`src/include/scs_pkg.sv`:
```
package scs_pkg;

	// register addresses on the special-function-register port
	localparam logic [7:0] SCS_CLK_SEL_ADDR = 8'h8F;
	localparam logic [7:0] SCS_OSC_CTRL_ADDR = 8'hA1;

	// clock select register fields
	localparam int SCS_SEL_LSB = 0;
	localparam int SCS_SEL_MSB = 1;
	localparam logic [1:0] SCS_SEL_RESET = 2'h0;

	// oscillator control register fields
	localparam int SCS_EN_LSB = 6;
	localparam int SCS_EN_MSB = 7;
	localparam int SCS_SUSP_BIT = 5;
	localparam int SCS_RDY_BIT = 4;
	localparam int SCS_RSVD_BIT = 3;
	localparam int SCS_DIV_LSB = 0;
	localparam int SCS_DIV_MSB = 2;
	localparam logic [1:0] SCS_EN_ON = 2'h3;
	localparam logic [1:0] SCS_EN_RESET = 2'h3;
	localparam logic [2:0] SCS_DIV_RESET = 3'h0;
	localparam logic SCS_SUSP_RESET = 1'b0;
	localparam logic SCS_RDY_RESET = 1'b1;
	localparam logic [7:0] SCS_RD_ZERO = 8'h00;

	// divider: code 000 divides by 128, 111 by 1
	localparam int SCS_DIV_CNT_W = 7;
	localparam logic [6:0] SCS_DIV_MAX_PERIOD = 7'h7F;

	// timing
	localparam int SCS_SYS_CLK_MHZ = 125;
	localparam int SCS_OSC_BASE_MHZ = 24;
	localparam int SCS_OSC_SETTLE_NS = 2000;
	localparam int SCS_OSC_SETTLE_CYC =
		(SCS_OSC_SETTLE_NS * SCS_SYS_CLK_MHZ + 999) / 1000;
	localparam int SCS_SETTLE_W = 9;

	// oscillator phase accumulator width
	localparam int SCS_NCO_W = 16;

	typedef enum logic [1:0] {
		SCS_SRC_INT_OSC = 2'h0,
		SCS_SRC_EXT_OSC = 2'h1,
		SCS_SRC_MULT = 2'h2,
		SCS_SRC_RSVD = 2'h3
	} scs_src_e;

	typedef struct packed {
		logic [7:0] addr;
		logic [7:0] wdata;
		logic wr;
		logic rd;
	} scs_sfr_req_s;

	typedef struct packed {
		logic [3:0] port_match;
		logic cmp0_enable;
		logic cmp0_out;
	} scs_wake_s;

	typedef struct packed {
		logic [6:0] coarse;
		logic [5:0] fine;
	} scs_trim_s;

endpackage

```
`src/design/scs_sync.sv`:
```
`timescale 1ns/1ps
`default_nettype none
module scs_sync #(
	parameter int WIDTH = 1
) (
	input wire logic sys_clk, // system clock
	input wire logic nrst, // sync reset, active low
	input wire logic [WIDTH-1:0] async_in, // foreign-domain levels
	output logic [WIDTH-1:0] sync_out // levels safe to use
);
	logic [WIDTH-1:0] meta_q;

	// first stage is read by the second stage only
	always_ff @(posedge sys_clk) begin
		if (!nrst) begin
			meta_q <= '0;
			sync_out <= '0;
		end else begin
			meta_q <= async_in;
			sync_out <= meta_q;
		end
	end
endmodule
`default_nettype wire

```
`src/design/scs_div.sv`:
```
`timescale 1ns/1ps
`default_nettype none
module scs_div
	import scs_pkg::*;
#(
	parameter int CODE_W = 3
) (
	input wire logic sys_clk, // system clock
	input wire logic nrst, // sync reset, active low
	input wire logic osc_tick, // one pulse per oscillator period
	input wire logic [CODE_W-1:0] osc_divide_select, // divider code
	output logic div_tick // one pulse per divided period
);
	logic [SCS_DIV_CNT_W-1:0] cnt_q;
	logic [CODE_W-1:0] code_q;
	logic [SCS_DIV_CNT_W-1:0] last;

	// 000 -> 127, 111 -> 0
	assign last = SCS_DIV_MAX_PERIOD >> code_q;

	// new code is taken only at a period boundary, so no short pulse
	always_ff @(posedge sys_clk) begin
		if (!nrst) begin
			cnt_q <= '0;
			code_q <= SCS_DIV_RESET;
			div_tick <= 1'b0;
		end else begin
			div_tick <= 1'b0;
			if (osc_tick) begin
				if (cnt_q >= last) begin
					cnt_q <= '0;
					div_tick <= 1'b1;
					code_q <= osc_divide_select;
				end else begin
					cnt_q <= cnt_q + 1'b1;
				end
			end
		end
	end
endmodule
`default_nettype wire

```
`src/design/scs_ctrl.sv`:
```
`timescale 1ns/1ps
`default_nettype none
// What this block does
// - selector 00: clock is internal oscillator through its divider
// - selector 01: system clock follows the external oscillator
// - selector 10: system clock follows the multiplier; 11 is reserved
// - clock select bits 7:2 read zero and ignore writes
// - reset selects the internal oscillator, selector field zero
// - divider codes 000..111 divide by 128 down to 1
// - divider resets to divide-by-128
// - coarse and fine trim set the oscillator period, 24 MHz nominal
// - enable field 11 runs oscillator except in suspend; 00 stops it
// - writing one to bit 5 suspends the internal oscillator
// - suspended on internal oscillator: core and peripheral clock gated
// - wake on port 0..3 match or comparator 0 enabled with low output
// - wake restarts oscillator, core and peripherals, interrupt or not
// - processor resumes at the instruction after the suspend write
// - ready flag at bit 4 reads one when oscillator runs as programmed
// - bit 3 is reserved, reads zero, software writes zero
module scs_ctrl
	import scs_pkg::*;
#(
	parameter int SETTLE_CYC = SCS_OSC_SETTLE_CYC
) (
	input wire logic sys_clk, // system clock, 125 MHz
	input wire logic nrst, // sync reset, active low
	input wire scs_sfr_req_s sfr_req, // register port request
	output logic [7:0] sfr_rdata, // register read data
	input wire scs_trim_s osc_trim, // factory trim values
	input wire logic ext_osc_clk, // external oscillator level, async
	input wire logic mult_tick, // multiplier clock pulse
	input wire scs_wake_s wake_in, // wake sources, async
	output logic system_clock_out, // selected clock pulse
	output logic cpu_clk_en, // processor/peripheral clock pulse
	output logic osc_running, // internal oscillator active
	output logic osc_freq_ready_flag, // oscillator settled
	output logic osc_suspended, // suspend mode in force
	output logic wake_pulse, // one cycle on wake
	output logic [1:0] clock_source_active // source now driving clock
);
	typedef enum logic [1:0] {
		ST_RUN,
		ST_SUSPEND,
		ST_WAKE
	} scs_susp_e;

	typedef enum logic {
		SW_IDLE,
		SW_DRAIN
	} scs_sw_e;

	// register fields
	logic [1:0] clock_source_selector_q;
	logic [1:0] osc_enable_field_q;
	logic [2:0] osc_divide_select_q;
	logic suspend_q;
	logic ready_q;

	// oscillator model
	logic [SCS_NCO_W-1:0] phase_q;
	logic [SCS_NCO_W-1:0] phase_step;
	logic [SCS_NCO_W:0] phase_sum;
	logic osc_on;
	logic osc_tick_q;
	logic int_div_tick;
	logic [SCS_SETTLE_W-1:0] settle_q;
	scs_trim_s trim_q;
	logic osc_on_q;

	// external oscillator edge
	logic ext_lvl;
	logic ext_lvl_q;
	logic ext_tick;

	// wake sources
	scs_wake_s wake_sync;
	logic wake_event;
	scs_susp_e susp_q;

	// source switching
	scs_sw_e sw_q;
	logic [1:0] active_q;
	logic [1:0] target_q;
	logic old_tick;
	logic old_dead;
	logic sel_tick;

	// write strobes
	logic wr_sel;
	logic wr_osc;

	assign wr_sel = sfr_req.wr && (sfr_req.addr == SCS_CLK_SEL_ADDR);
	assign wr_osc = sfr_req.wr && (sfr_req.addr == SCS_OSC_CTRL_ADDR);

	function automatic logic src_tick(input logic [1:0] src,
			input logic t_int, input logic t_ext, input logic t_mul);
		logic t;
		t = 1'b0;
		case (src)
			SCS_SRC_INT_OSC: t = t_int;
			SCS_SRC_EXT_OSC: t = t_ext;
			SCS_SRC_MULT: t = t_mul;
			default: t = 1'b0;
		endcase
		return t;
	endfunction

	// register writes

	// only bits 1:0 are stored; upper bits do not exist
	always_ff @(posedge sys_clk) begin
		if (!nrst) begin
			clock_source_selector_q <= SCS_SEL_RESET;
		end else if (wr_sel) begin
			clock_source_selector_q <=
				sfr_req.wdata[SCS_SEL_MSB:SCS_SEL_LSB];
		end
	end

	always_ff @(posedge sys_clk) begin
		if (!nrst) begin
			osc_enable_field_q <= SCS_EN_RESET;
			osc_divide_select_q <= SCS_DIV_RESET;
		end else if (wr_osc) begin
			osc_enable_field_q <= sfr_req.wdata[SCS_EN_MSB:SCS_EN_LSB];
			osc_divide_select_q <= sfr_req.wdata[SCS_DIV_MSB:SCS_DIV_LSB];
		end
	end

	// suspend and wake

	scs_sync #(
		.WIDTH($bits(scs_wake_s))
	) u_wake_sync (
		.sys_clk(sys_clk),
		.nrst(nrst),
		.async_in(wake_in),
		.sync_out(wake_sync)
	);

	// any port match, or comparator 0 enabled and driving low
	assign wake_event = (|wake_sync.port_match) ||
		(wake_sync.cmp0_enable && !wake_sync.cmp0_out);

	// a wake that meets the suspend write wins, so no event is lost
	always_ff @(posedge sys_clk) begin
		if (!nrst) begin
			susp_q <= ST_RUN;
			suspend_q <= SCS_SUSP_RESET;
			wake_pulse <= 1'b0;
		end else begin
			wake_pulse <= 1'b0;
			case (susp_q)
				ST_RUN: begin
					if (wr_osc && sfr_req.wdata[SCS_SUSP_BIT] &&
							!wake_event) begin
						susp_q <= ST_SUSPEND;
						suspend_q <= 1'b1;
					end
				end
				ST_SUSPEND: begin
					if (wake_event) begin
						susp_q <= ST_WAKE;
						suspend_q <= 1'b0;
					end
				end
				// pulse lands with the suspended flag dropping
				ST_WAKE: begin
					susp_q <= ST_RUN;
					wake_pulse <= 1'b1;
				end
				default: begin
					susp_q <= ST_RUN;
					suspend_q <= 1'b0;
				end
			endcase
		end
	end

	// internal oscillator

	// reserved enable codes leave the oscillator stopped
	assign osc_on = (osc_enable_field_q == SCS_EN_ON) && !suspend_q;

	// coarse trim weighs 64 fine steps; mid trim gives about 31 MHz
	assign phase_step = {1'b0, osc_trim.coarse, osc_trim.fine,
		2'h0};
	assign phase_sum = {1'b0, phase_q} + {1'b0, phase_step};

	// oscillator halts with its phase held, so a restart is clean
	always_ff @(posedge sys_clk) begin
		if (!nrst) begin
			phase_q <= '0;
			osc_tick_q <= 1'b0;
		end else if (osc_on) begin
			phase_q <= phase_sum[SCS_NCO_W-1:0];
			osc_tick_q <= phase_sum[SCS_NCO_W];
		end else begin
			osc_tick_q <= 1'b0;
		end
	end

	scs_div #(
		.CODE_W(3)
	) u_div (
		.sys_clk(sys_clk),
		.nrst(nrst),
		.osc_tick(osc_tick_q),
		.osc_divide_select(osc_divide_select_q),
		.div_tick(int_div_tick)
	);

	// ready drops on stop, start or retrim, rises after settling
	always_ff @(posedge sys_clk) begin
		if (!nrst) begin
			trim_q <= osc_trim; // else reset looks like a retrim
			osc_on_q <= 1'b1;
			settle_q <= '0;
			ready_q <= SCS_RDY_RESET;
		end else begin
			trim_q <= osc_trim;
			osc_on_q <= osc_on;
			if (!osc_on) begin
				ready_q <= 1'b0;
				settle_q <= '0;
			end else if (!osc_on_q || (trim_q != osc_trim)) begin
				ready_q <= 1'b0;
				settle_q <= '0;
			end else if (!ready_q) begin
				if (settle_q == SCS_SETTLE_W'(SETTLE_CYC - 1)) begin
					ready_q <= 1'b1;
				end else begin
					settle_q <= settle_q + 1'b1;
				end
			end
		end
	end

	// external oscillator

	scs_sync #(
		.WIDTH(1)
	) u_ext_sync (
		.sys_clk(sys_clk),
		.nrst(nrst),
		.async_in(ext_osc_clk),
		.sync_out(ext_lvl)
	);

	always_ff @(posedge sys_clk) begin
		if (!nrst) begin
			ext_lvl_q <= 1'b0;
		end else begin
			ext_lvl_q <= ext_lvl;
		end
	end

	assign ext_tick = ext_lvl && !ext_lvl_q;

	// source handover

	assign old_tick = src_tick(active_q, int_div_tick, ext_tick, mult_tick);
	// a stopped internal oscillator never ticks, so do not wait for it
	assign old_dead = (active_q == SCS_SRC_INT_OSC) && !osc_on;

	// reserved code 11 is never adopted; the old source stays
	always_ff @(posedge sys_clk) begin
		if (!nrst) begin
			sw_q <= SW_IDLE;
			active_q <= SCS_SEL_RESET;
			target_q <= SCS_SEL_RESET;
		end else begin
			case (sw_q)
				SW_IDLE: begin
					if (clock_source_selector_q != active_q &&
							clock_source_selector_q != SCS_SRC_RSVD) begin
						target_q <= clock_source_selector_q;
						sw_q <= SW_DRAIN;
					end
				end
				SW_DRAIN: begin
					// change just after an old pulse ends, or at once from a stopped internal oscillator
					if (old_tick || old_dead) begin
						active_q <= target_q;
						sw_q <= SW_IDLE;
					end
				end
				default: begin
					sw_q <= SW_IDLE;
				end
			endcase
		end
	end

	// block every pulse, old source included, while the handover drains
	assign sel_tick = (sw_q == SW_DRAIN) ? 1'b0 :
		src_tick(active_q, int_div_tick, ext_tick, mult_tick);

	// outputs

	// gating only stalls pulses, so the core resumes where it stopped
	always_ff @(posedge sys_clk) begin
		if (!nrst) begin
			system_clock_out <= 1'b0;
			cpu_clk_en <= 1'b0;
		end else begin
			system_clock_out <= sel_tick;
			cpu_clk_en <= sel_tick &&
				!(suspend_q && active_q == SCS_SRC_INT_OSC);
		end
	end

	always_ff @(posedge sys_clk) begin
		if (!nrst) begin
			osc_running <= 1'b1;
			osc_freq_ready_flag <= SCS_RDY_RESET;
			osc_suspended <= SCS_SUSP_RESET;
			clock_source_active <= SCS_SEL_RESET;
		end else begin
			osc_running <= osc_on;
			osc_freq_ready_flag <= ready_q;
			osc_suspended <= suspend_q;
			clock_source_active <= active_q;
		end
	end

	// register reads

	always_ff @(posedge sys_clk) begin
		if (!nrst) begin
			sfr_rdata <= SCS_RD_ZERO;
		end else if (sfr_req.rd) begin
			sfr_rdata <= SCS_RD_ZERO;
			if (sfr_req.addr == SCS_CLK_SEL_ADDR) begin
				sfr_rdata[SCS_SEL_MSB:SCS_SEL_LSB] <=
					clock_source_selector_q;
			end else if (sfr_req.addr == SCS_OSC_CTRL_ADDR) begin
				sfr_rdata[SCS_EN_MSB:SCS_EN_LSB] <= osc_enable_field_q;
				sfr_rdata[SCS_SUSP_BIT] <= suspend_q;
				sfr_rdata[SCS_RDY_BIT] <= ready_q;
				sfr_rdata[SCS_RSVD_BIT] <= 1'b0;
				sfr_rdata[SCS_DIV_MSB:SCS_DIV_LSB] <= osc_divide_select_q;
			end
		end
	end

endmodule
`default_nettype wire

```
`config.mk`:
```
export PLATFORM = sky130hd
export DESIGN_NAME = scs_ctrl
export DESIGN_NICKNAME = d
export VERILOG_FILES = /design/src/include/scs_pkg.sv /design/src/design/scs_sync.sv /design/src/design/scs_div.sv /design/src/design/scs_ctrl.sv
export SDC_FILE = /design/constraint.sdc
export NUM_CORES = 1
export LEC_CHECK = 0
export ABC_AREA = 1
export BUFFER_PORTS_ARGS = -buffer_cell sky130_fd_sc_hd__buf_4
export CAP_MARGIN = 30
export CORE_MARGIN = 2
export CORE_UTILIZATION = 40
export CTS_BUF_LIST = sky130_fd_sc_hd__clkbuf_16
export DETAILED_ROUTE_END_ITERATION = 6
export PLACE_DENSITY = 0.61
export SYNTH_ARGS = -nofsm -noshare
export SYNTH_HDL_FRONTEND = slang
export SYNTH_SLANG_ARGS = --single-unit
```
`constraint.sdc`:
```
create_clock -name sys_clk -period 5.5 [get_ports sys_clk]
set_input_delay 1.65 -clock sys_clk [delete_from_list [all_inputs] [get_ports sys_clk]]
set_output_delay 1.65 -clock sys_clk [all_outputs]
set_load 0.02 [all_outputs]
```
Word level (Yosys, flattened, before mapping)
Cells that the tools add are included.
- input bits: 41
- output and inout bits: 16
- word-level logic and storage cells: 108
- bits in registers: 97
- reduce and logical (&&, ||, !) cells: 33
- eq/ne operators: 13
- magnitude comparators: 1
- bitwise logic cells: 6
- multiplexer cells: 21
- shift operators: 1
- add/subtract/negate cells: 3
- operators by type and width (operator ; number):
    $add A16 B15 Y17 ; 1
    $eq A8 B8 Y1 const B ; 2
    $reduce_and A2 Y1 ; 7
    $ne A13 B13 Y1 ; 1
    $logic_and A1 B1 Y1 ; 11
    $mux W1 ; 11
    $add A9 B1 Y9 const B ; 1
    $eq A9 B8 Y1 const B ; 1
    $mux W8 ; 1
    $add A7 B1 Y7 const B ; 1
    $ge A7 B7 Y1 ; 1
    $logic_not A1 Y1 ; 7
    $mux W7 ; 1
    $shr A7 B3 Y7 const A ; 1
    $eq A2 B2 Y1 const B ; 3
    $mux W2 ; 3
    $mux W6 ; 1
    $ne A2 B2 Y1 const B ; 3
    $not A1 Y1 ; 6
    $pmux W1 S3 ; 2
    $eq A2 B1 Y1 const B ; 2
    $logic_not A2 Y1 ; 2
    $pmux W2 S2 ; 1
    $reduce_or A4 Y1 ; 1
    5 further kinds ; 7

Longest topological paths before layout
- word-level depth: 7
- gate-level depth with buffers: 11
- mapped depth without buffers: 11

Modules after synthesis
From an unflattened synthesis, not the netlist that was laid out.
- cell total of the unflattened synthesis: 625
- area total of the unflattened synthesis: 4490.6 µm²
- modules (own cells, without submodules) (module ; instances ; seq. area each (µm²) ; cells each ; area an instance (µm²)):
    scs_ctrl ; 1 ; 1381.3 ; 490 ; 3413.3
    scs_div ; 1 ; 220.2 ; 92 ; 680.7
    scs_sync at u_wake_sync ; 1 ; 240.2 ; 37 ; 341.6
    scs_sync at u_ext_sync ; 1 ; 40.0 ; 6 ; 55.1

Least setup slack after synthesis
No wires, ideal clock.
- kind: input to register
- from: in osc_trim[0] (netlist name)
- to: reg phase_q[14]
- data required time: 5387 ps
- path buffers: 0
- slack: 2621 ps
- data arrival time: 2766 ps
- stages on the path: 11
- path through: ha_1 > inv_1 > fa_1 > inv_1 > nand3_1 > nand3_1 > nand3_1 > nand3_1 > nand2_1 > nand3_1 > nand2_1
- cells in the longest elaborated chain, start to end: 1
- RTL lines (item ; line ; source):
    from (decl) ; scs_ctrl.sv:29 ; input wire scs_trim_s osc_trim,
    $add A16 B15 Y17 ; scs_ctrl.sv:188 ; assign phase_sum = {1'b0, phase_q} + {1'b0, phase_step};
    to (signal assigned) ; scs_ctrl.sv:196 ; phase_q <= phase_sum[SCS_NCO_W-1:0];
    to (decl) ; scs_ctrl.sv:60 ; logic [SCS_NCO_W-1:0] phase_q;
No other way between the ends.
A chain may end at the register's enable or synchronous reset.

==> flow_metrics.tcl <==
set metrics [dict create \
    synth_warnings 0 \
    overflow 0 \
    wl_microns 9420 \
    r2r_start "u_div.code_q[0]" \
    die-area_sq_mm 0.0122 \
    vias 3960 \
    grt_pass1_vias 3610 \
    cts-resized-gates 0 \
    core_sq_mm 0.0109 \
    end_kind "flop" \
    setup_tns_ns 0 \
    max-cap-violations 0 \
    cts-root-buf "clkbuf_16" \
    synth_cells 647 \
    htreeDepth 3 \
    slowest_stage "nor2_1" \
    grt_max_degree 44 \
    skew_ns 0.00411 \
    die_w_microns 110 \
    clock_latency_ns 0.34 \
    timing.rr.end "u_div.cnt_q[0]" \
    rows 38 \
    status "completed" \
    slowest_delay_ns 0.75 \
    grt_usage 0.167 \
    antenna_found_initial 0 \
    synth_area_sq_mm 0.00452 \
    leakagePower_nw 2.68 \
    start_kind "input port" \
    drtIter0Drc 183 \
    io_pins 57 \
    synth-seq-cells 94 \
    drc_errors 0 \
    post_drt_wl_per_cell_microns 11.1 \
    syn_nets 712 \
    multi_input_area_sq_mm 0.00218 \
    drt_first_pass_iters 4 \
    post_cts_buffers 0 \
    ctsLongestPathBuffers 2 \
    cts_sinks 94 \
    r2r_cells 10 \
    place.gp.congestion 0.833 \
    whs_path_depth 2 \
    hp-start "u_wake_sync.meta_q[1]" \
    min_to "u_wake_sync.sync_out[1]" \
    post-route-period-util 0.567 \
    crit_fanout 43 \
    worst_ep_required_time_ns 5.77 \
    fin_crit_ns 3.12 \
    fp.dieH_microns 110 \
    grt_pass1_wl_microns 15800 \
    synth.area.top_cells "dfxtp_1 42%, nand2_1 16%, inv_1 8.2%, ha_1 6.4%, nor2_1 6.2%" \
    tightest_slew_ns 0.896 \
    antenna_cells 0 \
    syn_avg_cell_area_sq_um 6.99 \
    synth_cell_types 38 \
    hp-class "reg2reg" \
    stdcell_area_sq_mm 0.00537 \
    hold_buffers 0 \
    register_area_sq_mm 0.00188 \
    cp_top_family "buffers and inverters" \
    power_density_mw_per_mm2 337 \
    final_nets 767 \
    path_buf_inv 3 \
    syn_to_final_growth_pct 18.7 \
    crit_type "in2reg" \
    yosysTopAreaCell "dfxtp_1" \
    ant_nets 0 \
    final_max_slew_viol_count 0 \
    dp_hpwl_microns 7130 \
    vias_per_cell 4.68 \
    numPortBuffers 53 \
    crit_arrival_ns 3.39 \
    synthDominantCellAreaShare 0.416 \
    path_cells "buf_4 > inv_2 > nor2_1 > inv_1 > o22ai_1" \
    seq_area_frac_synth 0.416 \
    cts_tree "yes" \
    layout-drive-gt1-share 0.119 \
    postPlaceCellArea_sq_mm 0.00505 \
    vdd_drop_max_uv 198 \
    hold_violations 0 \
    fill_cells 1092 \
    initial_utilization 0.414 \
    reg2reg_slack_ns 3.52 \
    path_clk_slew_ns 0.07 \
    fmax_mhz 321 \
    rsz0062_at_grt "no" \
    slew_headroom 0.401 \
    setup_viol 0 \
    cts_buffers 9 \
]
power breakdown:
part	leakage [nW]	switching (mW)	internal, mW
Combinational	1.75	0.234	0.152
Sequential	0.770	0.0264	0.730
Clock	0.156	0.270	0.400
Total	2.68	0.531	1.28
worst reg2reg max path, cell delays in order, from the launching register on:
cell and delay (ns):
dfxtp_1 0.37, inv_1 0.09, o21ai_0 0.18, ha_1 0.28
nand2_1 0.08, a21oi_1 0.06, nor2_1 0.16, nand3_1 0.20
nand2_1 0.16, nand2_1 0.17, a21oi_1 0.17
cell usage after synthesis:
library cell	count
buf_1	1
inv_2	9
nor2_4	2
xor2_1	5
o22ai_1	2
nor2_1	75
nand3_1	40
a211oi_1	1
clkbuf_1	4
o211ai_1	1
nand3_4	1
buf_2	2
nand3_2	1
o21ai_1	9
a21o_1	1
xnor2_1	9
or2_1	2
nor3_1	4
nor3_2	1
ha_1	23
inv_4	1
a31o_2	1
buf_4	2
nand4_1	15
nand2_1	189
o21a_1	1
and3_1	2
dfxtp_1	94
a21oi_1	22
conb_1	1
clkinv_1	2
nor2_8	1
a22o_1	1
o21ai_0	18
nand3b_1	2
fa_1	1
inv_1	99
o31ai_1	2
area by class of cell:
type | instances | area share
multi-input combinational | 433 | 0.406
clock inverter | 7 | 0.0175
sequential | 94 | 0.350
tap | 140 | 0.0326
inverter | 111 | 0.0780
timing repair buffer | 53 | 0.0741
clock buffer | 9 | 0.0419
registers in the layout (all words and copies together) (netlist names), 3 cells and up:
| register | flops |
|---|---|
| u_wake_sync.sync_out | 6 |
| sfr_rdata | 7 |
| u_wake_sync.meta_q | 6 |
| trim_q | 13 |
| osc_divide_select_q | 3 |
| u_div.cnt_q | 7 |
| phase_q | 14 |
| u_div.code_q | 3 |
| settle_q | 9 |
metal layers:
layer | GRT usage | part of all wire
met1 | 0.208 | 0.49
met4 | 0.0786 | 0.023
met3 | 0.0341 | 0.028
met2 | 0.277 | 0.46
met5 | 0 | 0
metrics by stage:
stage / worst slack (ns) / hold WS, ns / util / cells / total power, mW
finish: 2.38 / 0.413 / 0.491 / 847 / 1.81
global placement: 2.08 / 0.402 / 0.462 / 831 / 1.14
global route: 2.20 / 0.434 / 0.491 / 847 / 1.93
CTS: 2.38 / 0.416 / 0.491 / 847 / 1.83
detailed placement: 1.99 / 0.400 / 0.462 / 831 / 1.15
floorplan: 2.62 / 0.390 / - / 647 / 1.06
cells by family (layout without fill, tap and decap cells):
logic type               after synthesis  in the layout  synth area share
AND/OR/NAND/NOR                      335            335             0.315
buffers and inverters                120            180             0.102
flip-flops                            94             94             0.416
AO/OA/AOI/OAI                         59             59            0.0708
adder cells (fa/ha/maj)               24             24            0.0680
XOR/XNOR                              14             14            0.0271
other                                  1              1          0.000829
worst max-delay path by stage:
stage	start	endpoint	slack [ns]	cells after the start
final	nrst	phase_q[3]	2.38	5
after floorplan	osc_trim[0]	phase_q[14]	2.62	11
after global routing	nrst	phase_q[3]	2.20	5
after global placement	nrst	phase_q[3]	2.08	5
after detailed placement	nrst	phase_q[3]	1.99	5
after CTS	nrst	phase_q[3]	2.38	5
cell usage in the layout, fill, tap and decap left out, drive strengths merged, types with 4 or more instances in the layout:
cell type	synthesis	final
nand2	189	189
nor3	5	5
dfxtp	94	94
inv	109	112
nor2	78	78
a21oi	22	22
buf	5	53
ha	23	23
nand3	42	42
xor2	5	5
nand4	15	15
clkbuf	4	9
clkinv	2	4
o21ai	27	27
xnor2	9	9
(Power assumes the default switching activity.)
